File: src/pkg/repeater_cfg_pkg.sv
// Constants and types shared by the lane configuration register bank.
// Assumes a single 125 MHz clock domain and 8-bit SMBus registers.
package repeater_cfg_pkg;

	// Register offsets on the SMBus
	localparam logic [7:0] OFS_A1_DEEMPH    = 8'h35;
	localparam logic [7:0] OFS_A1_SQUELCH   = 8'h36;
	localparam logic [7:0] OFS_SPARE_A      = 8'h37;
	localparam logic [7:0] OFS_SPARE_B      = 8'h38;
	localparam logic [7:0] OFS_A2_MUTE_TERM = 8'h39;
	localparam logic [7:0] OFS_A2_EQ        = 8'h3a;
	localparam int         REG_COUNT        = 6;
	localparam logic [7:0] REG_END          = OFS_A1_DEEMPH + 8'(REG_COUNT);

	// Values after reset, in offset order
	localparam logic [7:0] REG_RESET [0:REG_COUNT-1] = '{
		8'h02, 8'h00, 8'h00, 8'h00, 8'h00, 8'h2f
	};

	// Writable bits of the mixed status register
	localparam logic [7:0] WMASK_A1_DEEMPH = 8'h1f;

	// Field positions
	localparam int PRESENT_BIT  = 7;
	localparam int RATE_HI      = 6;
	localparam int RATE_LO      = 5;
	localparam int DEEMPH_HI    = 2;
	localparam int DEEMPH_LO    = 0;
	localparam int ASSERT_HI    = 3;
	localparam int ASSERT_LO    = 2;
	localparam int DEASSERT_HI  = 1;
	localparam int DEASSERT_LO  = 0;
	localparam int OVERRIDE_BIT = 5;
	localparam int MUTE_BIT     = 4;
	localparam int TERM_HI      = 3;
	localparam int TERM_LO      = 2;

	// Receiver-detect timing
	localparam int CLK_PERIOD_NS        = 8;
	localparam int DETECT_PERIOD_MS     = 12;
	localparam int DETECT_SPAN_MS       = 600;
	localparam int DETECT_PERIOD_CYCLES =
		DETECT_PERIOD_MS * 1000000 / CLK_PERIOD_NS;
	localparam int DETECT_ATTEMPTS      = DETECT_SPAN_MS / DETECT_PERIOD_MS;

	localparam logic [3:0] BYTE_BITS = 4'h8;

	typedef enum logic [1:0] {
		TERM_HIGH_Z         = 2'b00,
		TERM_DETECT_LIMITED = 2'b01,
		TERM_DETECT_ENDLESS = 2'b10,
		TERM_FIXED_50       = 2'b11
	} term_mode_type;

	typedef enum logic [6:0] {
		ST_IDLE = 7'b0000001,
		ST_ADDR = 7'b0000010,
		ST_OFFS = 7'b0000100,
		ST_WDAT = 7'b0001000,
		ST_ACK  = 7'b0010000,
		ST_RDAT = 7'b0100000,
		ST_RACK = 7'b1000000
	} smbus_state_type;

endpackage

File: src/pkg/lane_detect_if.sv
// Carries the lane two termination mode and detect results between
// the register bank and the far receiver sequencer. Same clock domain.
interface lane_detect_if;
	repeater_cfg_pkg::term_mode_type mode;
	logic                            sense;
	logic                            present;
	logic                            term_50;
	logic                            probing;

	modport ctrl (output mode, output sense,
		input present, input term_50, input probing);
	modport det (input mode, input sense,
		output present, output term_50, output probing);
endinterface

File: src/verilog/far_receiver_sequencer.sv
// Lane two far receiver detection and input termination sequencing.
// Assumes the sense input is already synchronised to mclk.
module far_receiver_sequencer #(
	parameter int unsigned PERIOD_CYCLES = repeater_cfg_pkg::DETECT_PERIOD_CYCLES,
	parameter int unsigned ATTEMPTS      = repeater_cfg_pkg::DETECT_ATTEMPTS
) (
	input wire logic    mclk,
	input wire logic    arst_n,
	lane_detect_if.det  link
);
	logic [31:0]                     tick_count;
	logic [7:0]                      tries;
	repeater_cfg_pkg::term_mode_type mode_q;
	logic                            present;
	logic                            restart;
	logic                            auto_mode;
	logic                            tick;
	logic                            exhausted;
	logic                            probing;

	if (PERIOD_CYCLES < 2 || ATTEMPTS < 1 || ATTEMPTS > 255) begin : g_bad
		$error("far_receiver_sequencer: unsupported period or attempts");
	end

	assign restart   = link.mode != mode_q;
	assign auto_mode = link.mode == repeater_cfg_pkg::TERM_DETECT_LIMITED
		|| link.mode == repeater_cfg_pkg::TERM_DETECT_ENDLESS;
	assign tick      = tick_count == 32'(PERIOD_CYCLES - 1);
	assign exhausted = link.mode == repeater_cfg_pkg::TERM_DETECT_LIMITED
		&& tries == 8'(ATTEMPTS);
	assign probing   = auto_mode && !present && !exhausted && !restart;

	always_ff @(posedge mclk or negedge arst_n) begin
		if (!arst_n) begin
			mode_q <= repeater_cfg_pkg::TERM_HIGH_Z;
		end else begin
			mode_q <= link.mode;
		end
	end

	// One attempt per period while probing
	always_ff @(posedge mclk or negedge arst_n) begin
		if (!arst_n) begin
			tick_count <= '0;
		end else if (!probing || tick) begin
			tick_count <= '0;
		end else begin
			tick_count <= tick_count + 32'h1;
		end
	end

	always_ff @(posedge mclk or negedge arst_n) begin
		if (!arst_n) begin
			tries <= '0;
		end else if (restart) begin
			tries <= '0;
		end else if (probing && tick) begin
			tries <= tries + 8'h1;
		end
	end

	// A new mode starts detection over
	always_ff @(posedge mclk or negedge arst_n) begin
		if (!arst_n) begin
			present <= 1'b0;
		end else if (restart || !auto_mode) begin
			present <= 1'b0;
		end else if (probing && tick && link.sense) begin
			present <= 1'b1;
		end
	end

	assign link.present = present;
	assign link.probing = probing;
	assign link.term_50 = link.mode == repeater_cfg_pkg::TERM_FIXED_50
		|| (auto_mode && present);
endmodule

File: src/verilog/pin_sync.sv
// Three-stage synchroniser for pins; a change is taken once the second
// and third stages agree. Assumes asynchronous inputs, one clock.
module pin_sync #(
	parameter int WIDTH = 1
) (
	input  wire logic             mclk,
	input  wire logic             arst_n,
	input  wire logic [WIDTH-1:0] pin,
	output logic      [WIDTH-1:0] filtered
);
	logic [WIDTH-1:0] stage1;
	logic [WIDTH-1:0] stage2;
	logic [WIDTH-1:0] stage3;

	if (WIDTH < 1) begin : g_bad_width
		$error("pin_sync: WIDTH must be at least one");
	end

	always_ff @(posedge mclk or negedge arst_n) begin
		if (!arst_n) begin
			stage1 <= '0;
			stage2 <= '0;
			stage3 <= '0;
		end else begin
			stage1 <= pin;
			stage2 <= stage1;
			stage3 <= stage2;
		end
	end

	// Per bit: follow only when the two later stages agree
	always_ff @(posedge mclk or negedge arst_n) begin
		if (!arst_n) begin
			filtered <= '0;
		end else begin
			filtered <= (stage2 & stage3) | (filtered & (stage2 ^ stage3));
		end
	end
endmodule

File: src/verilog/repeater_lane_config_regs.sv
// Lane configuration register bank behind an SMBus slave, with the
// lane one status and de-emphasis, squelch thresholds, lane two mute,
// termination and equalizer controls.
// Assumes one 125 MHz clock; all pins arrive asynchronously.

// Notes on behaviour
// Bit 7 shows lane receiver present, read-only.
// Bits 6:5 show detected rate, read-only.
// Bits 2:0 select de-emphasis, default code 010.
// Bits 3:2 select assert threshold, default 00.
// Bits 1:0 select deassert threshold, default 00.
// Register thresholds override the threshold strap.
// Override bit 5 set obeys mute bit 4.
// Override clear mutes from own idle detection.
// Mute bit 1 idles output, 0 enables.
// Mode 00 high impedance, 11 fixed 50 ohm.
// Mode 01 probes every 12 ms, 50 times.
// Mode 10 probes every 12 ms until found.
// Auto modes terminate only after detection.
// Register termination mode overrides detect strap.
// Equalizer is full byte, reset 0x2f.
// Status bits ignore writes, show live results.
// Host writes zero to reserved and spares.
module repeater_lane_config_regs #(
	parameter logic [6:0]  SLAVE_ADDR           = 7'h2c,
	parameter int unsigned DETECT_PERIOD_CYCLES =
		repeater_cfg_pkg::DETECT_PERIOD_CYCLES
) (
	input  wire logic mclk,
	input  wire logic arst_n,
	input  wire logic scl_in,
	input  wire logic sda_in,
	output logic      sda_out,
	output logic      sda_oe_n,
	input  wire logic register_mode_strap,
	input  wire logic [1:0] signal_detect_level_strap,
	input  wire logic [1:0] far_receiver_sense_strap,
	input  wire logic lane_a1_receiver_present_flag,
	input  wire logic [1:0] lane_a1_detected_rate_field,
	input  wire logic lane_a2_input_idle,
	input  wire logic lane_a2_far_receiver_sense,
	output logic [2:0] lane_a1_output_deemphasis_setting,
	output logic [1:0] lane_a1_assert_threshold,
	output logic [1:0] lane_a1_deassert_threshold,
	output logic      lane_a2_output_mute,
	output logic      lane_a2_input_termination_50,
	output logic      lane_a2_far_receiver_probe,
	output logic      lane_a2_receiver_present,
	output logic [7:0] lane_a2_input_equalizer_level
);
	logic [11:0]                       pins_s;
	logic                              scl_f;
	logic                              sda_f;
	logic                              reg_mode_s;
	logic [1:0]                        sd_strap_s;
	logic [1:0]                        rx_strap_s;
	logic                              a1_present_s;
	logic [1:0]                        a1_rate_s;
	logic                              a2_idle_s;
	logic                              scl_q;
	logic                              sda_q;
	logic                              scl_rise;
	logic                              scl_fall;
	logic                              start_seen;
	logic                              stop_seen;
	repeater_cfg_pkg::smbus_state_type state;
	repeater_cfg_pkg::smbus_state_type after_ack;
	logic [7:0]                        shift;
	logic [3:0]                        bit_count;
	logic [7:0]                        offset;
	logic                              wr_pulse;
	logic [7:0]                        wr_ofs;
	logic [7:0]                        wr_data;
	logic [7:0]                        read_byte;
	logic [7:0]                        regs [0:repeater_cfg_pkg::REG_COUNT-1];

	lane_detect_if detect_link ();

	if (SLAVE_ADDR == 7'h00) begin : g_bad_addr
		$error("repeater_lane_config_regs: address 0 is the general call");
	end

	function automatic logic hits(input logic [7:0] ofs);
		return ofs >= repeater_cfg_pkg::OFS_A1_DEEMPH
			&& ofs < repeater_cfg_pkg::REG_END;
	endfunction

	function automatic logic [2:0] slot(input logic [7:0] ofs);
		logic [7:0] diff;
		diff = ofs - repeater_cfg_pkg::OFS_A1_DEEMPH;
		return diff[2:0];
	endfunction

	pin_sync #(
		.WIDTH (12)
	) u_pin_sync (
		.mclk     (mclk),
		.arst_n   (arst_n),
		.pin      ({scl_in, sda_in, register_mode_strap,
			signal_detect_level_strap, far_receiver_sense_strap,
			lane_a1_receiver_present_flag, lane_a1_detected_rate_field,
			lane_a2_input_idle, lane_a2_far_receiver_sense}),
		.filtered (pins_s)
	);

	assign scl_f        = pins_s[11];
	assign sda_f        = pins_s[10];
	assign reg_mode_s   = pins_s[9];
	assign sd_strap_s   = pins_s[8:7];
	assign rx_strap_s   = pins_s[6:5];
	assign a1_present_s = pins_s[4];
	assign a1_rate_s    = pins_s[3:2];
	assign a2_idle_s    = pins_s[1];
	assign detect_link.sense = pins_s[0];

	far_receiver_sequencer #(
		.PERIOD_CYCLES (DETECT_PERIOD_CYCLES),
		.ATTEMPTS      (repeater_cfg_pkg::DETECT_ATTEMPTS)
	) u_far_receiver_sequencer (
		.mclk   (mclk),
		.arst_n (arst_n),
		.link   (detect_link.det)
	);

	// Bus edges and start or stop conditions
	always_ff @(posedge mclk or negedge arst_n) begin
		if (!arst_n) begin
			scl_q <= 1'b1;
			sda_q <= 1'b1;
		end else begin
			scl_q <= scl_f;
			sda_q <= sda_f;
		end
	end

	assign scl_rise   = scl_f && !scl_q;
	assign scl_fall   = !scl_f && scl_q;
	assign start_seen = scl_f && scl_q && sda_q && !sda_f;
	assign stop_seen  = scl_f && scl_q && !sda_q && sda_f;

	// Status bits are live; only the low field is stored
	always_comb begin
		read_byte = 8'h00;
		if (hits(offset)) begin
			read_byte = regs[slot(offset)];
			if (offset == repeater_cfg_pkg::OFS_A1_DEEMPH) begin
				read_byte = {a1_present_s, a1_rate_s,
					regs[slot(offset)][4:0]};
			end
		end
	end

	// SMBus byte engine: write and read byte, offset auto-increments
	always_ff @(posedge mclk or negedge arst_n) begin
		if (!arst_n) begin
			state     <= repeater_cfg_pkg::ST_IDLE;
			after_ack <= repeater_cfg_pkg::ST_IDLE;
			shift     <= 8'h00;
			bit_count <= 4'h0;
			offset    <= 8'h00;
			wr_pulse  <= 1'b0;
			wr_ofs    <= 8'h00;
			wr_data   <= 8'h00;
			sda_oe_n  <= 1'b1;
		end else begin
			wr_pulse <= 1'b0;
			if (start_seen) begin
				state     <= repeater_cfg_pkg::ST_ADDR;
				bit_count <= 4'h0;
				sda_oe_n  <= 1'b1;
			end else if (stop_seen) begin
				state    <= repeater_cfg_pkg::ST_IDLE;
				sda_oe_n <= 1'b1;
			end else begin
				case (state)
				repeater_cfg_pkg::ST_ADDR,
				repeater_cfg_pkg::ST_OFFS,
				repeater_cfg_pkg::ST_WDAT: begin
					if (scl_rise) begin
						shift     <= {shift[6:0], sda_f};
						bit_count <= bit_count + 4'h1;
					end else if (scl_fall
						&& bit_count == repeater_cfg_pkg::BYTE_BITS) begin
						bit_count <= 4'h0;
						if (state == repeater_cfg_pkg::ST_ADDR) begin
							if (shift[7:1] == SLAVE_ADDR) begin
								state     <= repeater_cfg_pkg::ST_ACK;
								sda_oe_n  <= 1'b0;
								after_ack <= shift[0]
									? repeater_cfg_pkg::ST_RDAT
									: repeater_cfg_pkg::ST_OFFS;
							end else begin
								state <= repeater_cfg_pkg::ST_IDLE;
							end
						end else begin
							state     <= repeater_cfg_pkg::ST_ACK;
							sda_oe_n  <= 1'b0;
							after_ack <= repeater_cfg_pkg::ST_WDAT;
							if (state == repeater_cfg_pkg::ST_OFFS) begin
								offset <= shift;
							end else begin
								wr_pulse <= 1'b1;
								wr_ofs   <= offset;
								wr_data  <= shift;
								offset   <= offset + 8'h01;
							end
						end
					end
				end
				repeater_cfg_pkg::ST_ACK: begin
					if (scl_fall) begin
						state <= after_ack;
						if (after_ack == repeater_cfg_pkg::ST_RDAT) begin
							shift    <= read_byte;
							sda_oe_n <= read_byte[7];
							offset   <= offset + 8'h01;
						end else begin
							sda_oe_n <= 1'b1;
						end
					end
				end
				repeater_cfg_pkg::ST_RDAT: begin
					if (scl_rise) begin
						bit_count <= bit_count + 4'h1;
					end else if (scl_fall) begin
						if (bit_count == repeater_cfg_pkg::BYTE_BITS) begin
							bit_count <= 4'h0;
							sda_oe_n  <= 1'b1;
							state     <= repeater_cfg_pkg::ST_RACK;
						end else begin
							shift    <= {shift[6:0], 1'b0};
							sda_oe_n <= shift[6];
						end
					end
				end
				repeater_cfg_pkg::ST_RACK: begin
					// Host ack fetches the next byte; nack ends the read
					if (scl_rise) begin
						state     <= sda_f ? repeater_cfg_pkg::ST_IDLE
							: repeater_cfg_pkg::ST_ACK;
						after_ack <= repeater_cfg_pkg::ST_RDAT;
					end
				end
				default: begin
					state <= repeater_cfg_pkg::ST_IDLE;
				end
				endcase
			end
		end
	end

	// Register storage; unmapped offsets ignore writes
	always_ff @(posedge mclk or negedge arst_n) begin
		if (!arst_n) begin
			for (int i = 0; i < repeater_cfg_pkg::REG_COUNT; i++) begin
				regs[i] <= repeater_cfg_pkg::REG_RESET[i];
			end
		end else if (wr_pulse && hits(wr_ofs)) begin
			if (wr_ofs == repeater_cfg_pkg::OFS_A1_DEEMPH) begin
				regs[slot(wr_ofs)] <= wr_data
					& repeater_cfg_pkg::WMASK_A1_DEEMPH;
			end else begin
				regs[slot(wr_ofs)] <= wr_data;
			end
		end
	end

	// Lane controls; register mode takes precedence over the straps
	always_ff @(posedge mclk or negedge arst_n) begin
		if (!arst_n) begin
			lane_a1_output_deemphasis_setting <= 3'h2;
			lane_a1_assert_threshold          <= 2'h0;
			lane_a1_deassert_threshold        <= 2'h0;
			lane_a2_input_equalizer_level     <= 8'h2f;
			detect_link.mode <= repeater_cfg_pkg::TERM_HIGH_Z;
		end else begin
			lane_a1_output_deemphasis_setting <= regs[0][2:0];
			lane_a2_input_equalizer_level     <= regs[5];
			if (reg_mode_s) begin
				lane_a1_assert_threshold   <= regs[1][3:2];
				lane_a1_deassert_threshold <= regs[1][1:0];
				detect_link.mode <= repeater_cfg_pkg::term_mode_type'(
					regs[4][3:2]);
			end else begin
				lane_a1_assert_threshold   <= sd_strap_s;
				lane_a1_deassert_threshold <= sd_strap_s;
				detect_link.mode <= repeater_cfg_pkg::term_mode_type'(
					rx_strap_s);
			end
		end
	end

	always_ff @(posedge mclk or negedge arst_n) begin
		if (!arst_n) begin
			lane_a2_output_mute          <= 1'b0;
			lane_a2_input_termination_50 <= 1'b0;
			lane_a2_far_receiver_probe   <= 1'b0;
			lane_a2_receiver_present     <= 1'b0;
			sda_out                      <= 1'b0;
		end else begin
			lane_a2_output_mute <= regs[4][5] ? regs[4][4]
				: a2_idle_s;
			lane_a2_input_termination_50 <= detect_link.term_50;
			lane_a2_far_receiver_probe   <= detect_link.probing;
			lane_a2_receiver_present     <= detect_link.present;
			sda_out                      <= 1'b0;
		end
	end
endmodule
File: config.mk
export PLATFORM = sky130hd
export DESIGN_NAME = repeater_lane_config_regs
export DESIGN_NICKNAME = d
export VERILOG_FILES = /design/src/pkg/repeater_cfg_pkg.sv /design/src/pkg/lane_detect_if.sv /design/src/verilog/far_receiver_sequencer.sv /design/src/verilog/pin_sync.sv /design/src/verilog/repeater_lane_config_regs.sv
export SDC_FILE = /design/constraint.sdc
export NUM_CORES = 1
export LEC_CHECK = 0
export ABC_AREA = 1
export ABC_CLOCK_PERIOD_IN_PS = 3000
export BUFFER_PORTS_ARGS = -buffer_cell sky130_fd_sc_hd__clkbuf_2
export CORE_MARGIN = 1.5
export CORE_UTILIZATION = 60
export DETAILED_ROUTE_END_ITERATION = 10
export GPL_TIMING_DRIVEN = 0
export HOLD_SLACK_MARGIN = 0.08
export MAX_ROUTING_LAYER = met4
export PLACE_DENSITY = 0.81
export SYNTH_ARGS = -nofsm -noshare
export SYNTH_HDL_FRONTEND = slang
export SYNTH_SLANG_ARGS = --single-unit
File: constraint.sdc
create_clock -name mclk -period 3 [get_ports mclk]
set_input_delay 0.15 -clock mclk [delete_from_list [all_inputs] [get_ports mclk]]
set_output_delay 0.15 -clock mclk [all_outputs]
set_load 0.005 [all_outputs]
==> results.ini <==
[status]
status = completed

[clock_network]
cts_tree = yes
root_buffer = clkbuf_16
ctsResizeCount = 0
clk_pin_slew_worst_paths_ns = 0.06
clk_latency_ns = 0.52
h-tree-depth = 1
cts_setup_buffers = 0
clockBufferDepth = 3
cts_made_buffers = 23
clock-sinks = 211

[sta]
fin_crit_sh_pct = 91.1
rsz0062_at_grt = no
min_period_ns = 2.73
maxSlewHeadroom_pct = 65.0
final.setup.tns_ns = 0
timing.final.ws_setup_ns = 0.267
worst_pin_slew_ns = 0.522
max_freq_ghz = 0.366
hold_viol_final = 0
skew_ns = 0.0178
hold_ws_ns = 0.154
slew_viol_final = 0
finalSetupViolCount = 0

[floorplan]
die-width_um = 132
start_util_pct = 62.1
dieArea_mm2 = 0.0174
core_area_mm2 = 0.0161
rows = 46
die_h_um = 132
io_pins = 35

[route]
via_count = 7873
route.detailed.drc = 0
firstDrtPassIters = 5
via_per_inst = 5.43
drt_iter0_markers = 520
wirelength_mm = 21.9
ant_nets = 0
avgRoutedWirePerCell_um = 15.1

[worst_setup_path]
reg2reg_depth = 11
regToRegEndpoint = shift[2]
required_ns = 3.44
startpoint_type = register
r2r-start = offset[0]
endpoint_kind = register
rrSetupSlack_ns = 0.27
crit_fanout = 10
path_class = register to register
arrival_ns = 3.17

[finish]
layout-drive-gt1-share_pct = 13.6
mostFrequentLayoutCells = 269 x nand2_1, 194 x dfrtp_1, 129 x nor2_1
mostFrequentLayoutCell = nand2_1
nets = 1258
fin_cells = 1449
diodes = 0
area_growth_pct = 14.2
nFillCells = 1215

[synth]
syn-num-nets = 1185
syn-instance-count = 1143
ys_warn_count = 0
synth_area_per_cell_um2 = 8.72
synth_xor_area_share_pct = 2.81
synth_seq_cells = 211
syn-cell-area_mm2 = 0.00997
muxShareOfSynthArea_pct = 0.113
synth-simple-area-share_pct = 25.8
synthAdderAreaFrac_pct = 3.51
ys_types = 44
synth_top_family_by_area = simple AND/OR/NAND/NOR gates
synth_compound_area_share_pct = 8.57
synth_seq_area_share_pct = 53.2

[placed_design]
dp_slack_ns = 0.313
gp_congestion = 0.921
dp_hpwl_mm = 15.7
port_buffers = 33
dpl.cell_count = 1394

[global_route]
grt_pass1_wl_mm = 37.3
grt.overflow.total = 0
grt_usage_pct = 26.9
grt_max_degree = 96
grt_pass1_vias = 7782
grt_antenna_before_repair = 0

[hold_path]
worstHoldPathType = primary input to asynchronous set/reset pin

[power]
power_leakage_nw = 5.32
power_density_mw_per_mm2 = 543
ir_drop_v = 0.000738
total_power_mw = 6.18

[run]
drv_cap = 0

==> worst max-delay path: stages (launching register included) <==
cell	delay, ns
dfrtp_1	0.38
buf_2	0.22
inv_2	0.12
buf_2	0.22
ha_1	0.48
clkbuf_1	0.39
o21ai_0	0.22
o21ai_0	0.25
nand3_1	0.13
o21ai_0	0.10
nand2_1	0.06
o21ai_1	0.07
==> Yosys cell counts (all sizes together) <==
cell type | count | area (um^2)
a21o | 12 | 90.1
nand3b | 7 | 52.6
clkinv | 3 | 12.5
o21ai | 114 | 571
buf | 22 | 134
nand2 | 278 | 1070
ha | 28 | 350
o21bai | 1 | 7.51
mux2 | 1 | 11.3
nor4 | 1 | 6.26
nand3 | 81 | 453
a21oi | 26 | 164
conb | 1 | 3.75
nor3 | 30 | 188
clkbuf | 4 | 15.0
dfrtp | 194 | 4850
nor2 | 143 | 607
o211ai | 3 | 22.5
xor2 | 28 | 245
inv | 116 | 435
xnor2 | 4 | 35.0
and3 | 1 | 6.26
nand4 | 18 | 113
nor3b | 4 | 35.0
or2 | 6 | 37.5
dfstp | 17 | 447
==> power by group <==
group	internal [mW]	leakage, nW	switching (mW)
clock network	1.77	0.390	1.12
logic	0.105	2.16	0.203
registers	2.93	2.77	0.0497
total	4.80	5.32	1.37
==> area by class of cell <==
class	instances	area, um^2	area share (%)
flip-flops and latches	211	5300	46.6
inverters	119	448	3.94
clock inverters	12	141	1.24
repair buffers	48	359	3.16
clock buffers	30	642	5.64
well taps	216	270	2.37
plain buffers	26	149	1.31
multi-input cells	787	4070	35.8
==> cell families (layout without fill, tap and decap cells) <==
| kind of cell | after synthesis | in the layout |
|---|---|---|
| buffers and inverters | 145 | 235 |
| adders and majority gates | 28 | 28 |
| xor gates and xnor gates | 32 | 32 |
| muxes | 1 | 1 |
| DFF | 211 | 211 |
| and+or+nand+nor | 569 | 569 |
| other | 1 | 1 |
| AOI/OAI and AO/OA | 156 | 156 |
==> metal layers <==
layer	wire length, um	track usage [%]	up-vias
met3	1090	4.50	53
met2	10700	44.3	225
met4	607	8.40	0
li1	-	-	3846
met1	9570	34.3	3749
met5	0	-	-
==> worst max path at each step <==
stage	from	endpoint	slack, ns
after floorplan	offset[0]	shift[2]	1.03
after global placement	arst_n	u_pin_sync.stage1[10]	-2.23
after detailed placement	offset[0]	shift[7]	0.31
after CTS	offset[0]	shift[2]	0.30
after global routing	offset[0]	shift[7]	0.07
final	offset[0]	shift[2]	0.27
==> metrics by stage <==
step / util [%] / cell area [um^2]
after floorplan: - / 9970
after global placement: 64.8 / 10400
after detailed placement: 65.2 / 10500
after CTS: 70.9 / 11400
after global routing: 70.9 / 11400
final: 70.9 / 11400
==> timing repair <==
action | CTS | global route
setup endpoints to repair | 0 | 0
hold buffers | 13 | 0
hold endpoints to repair | 146 | 0
(Power assumes the default switching activity.)
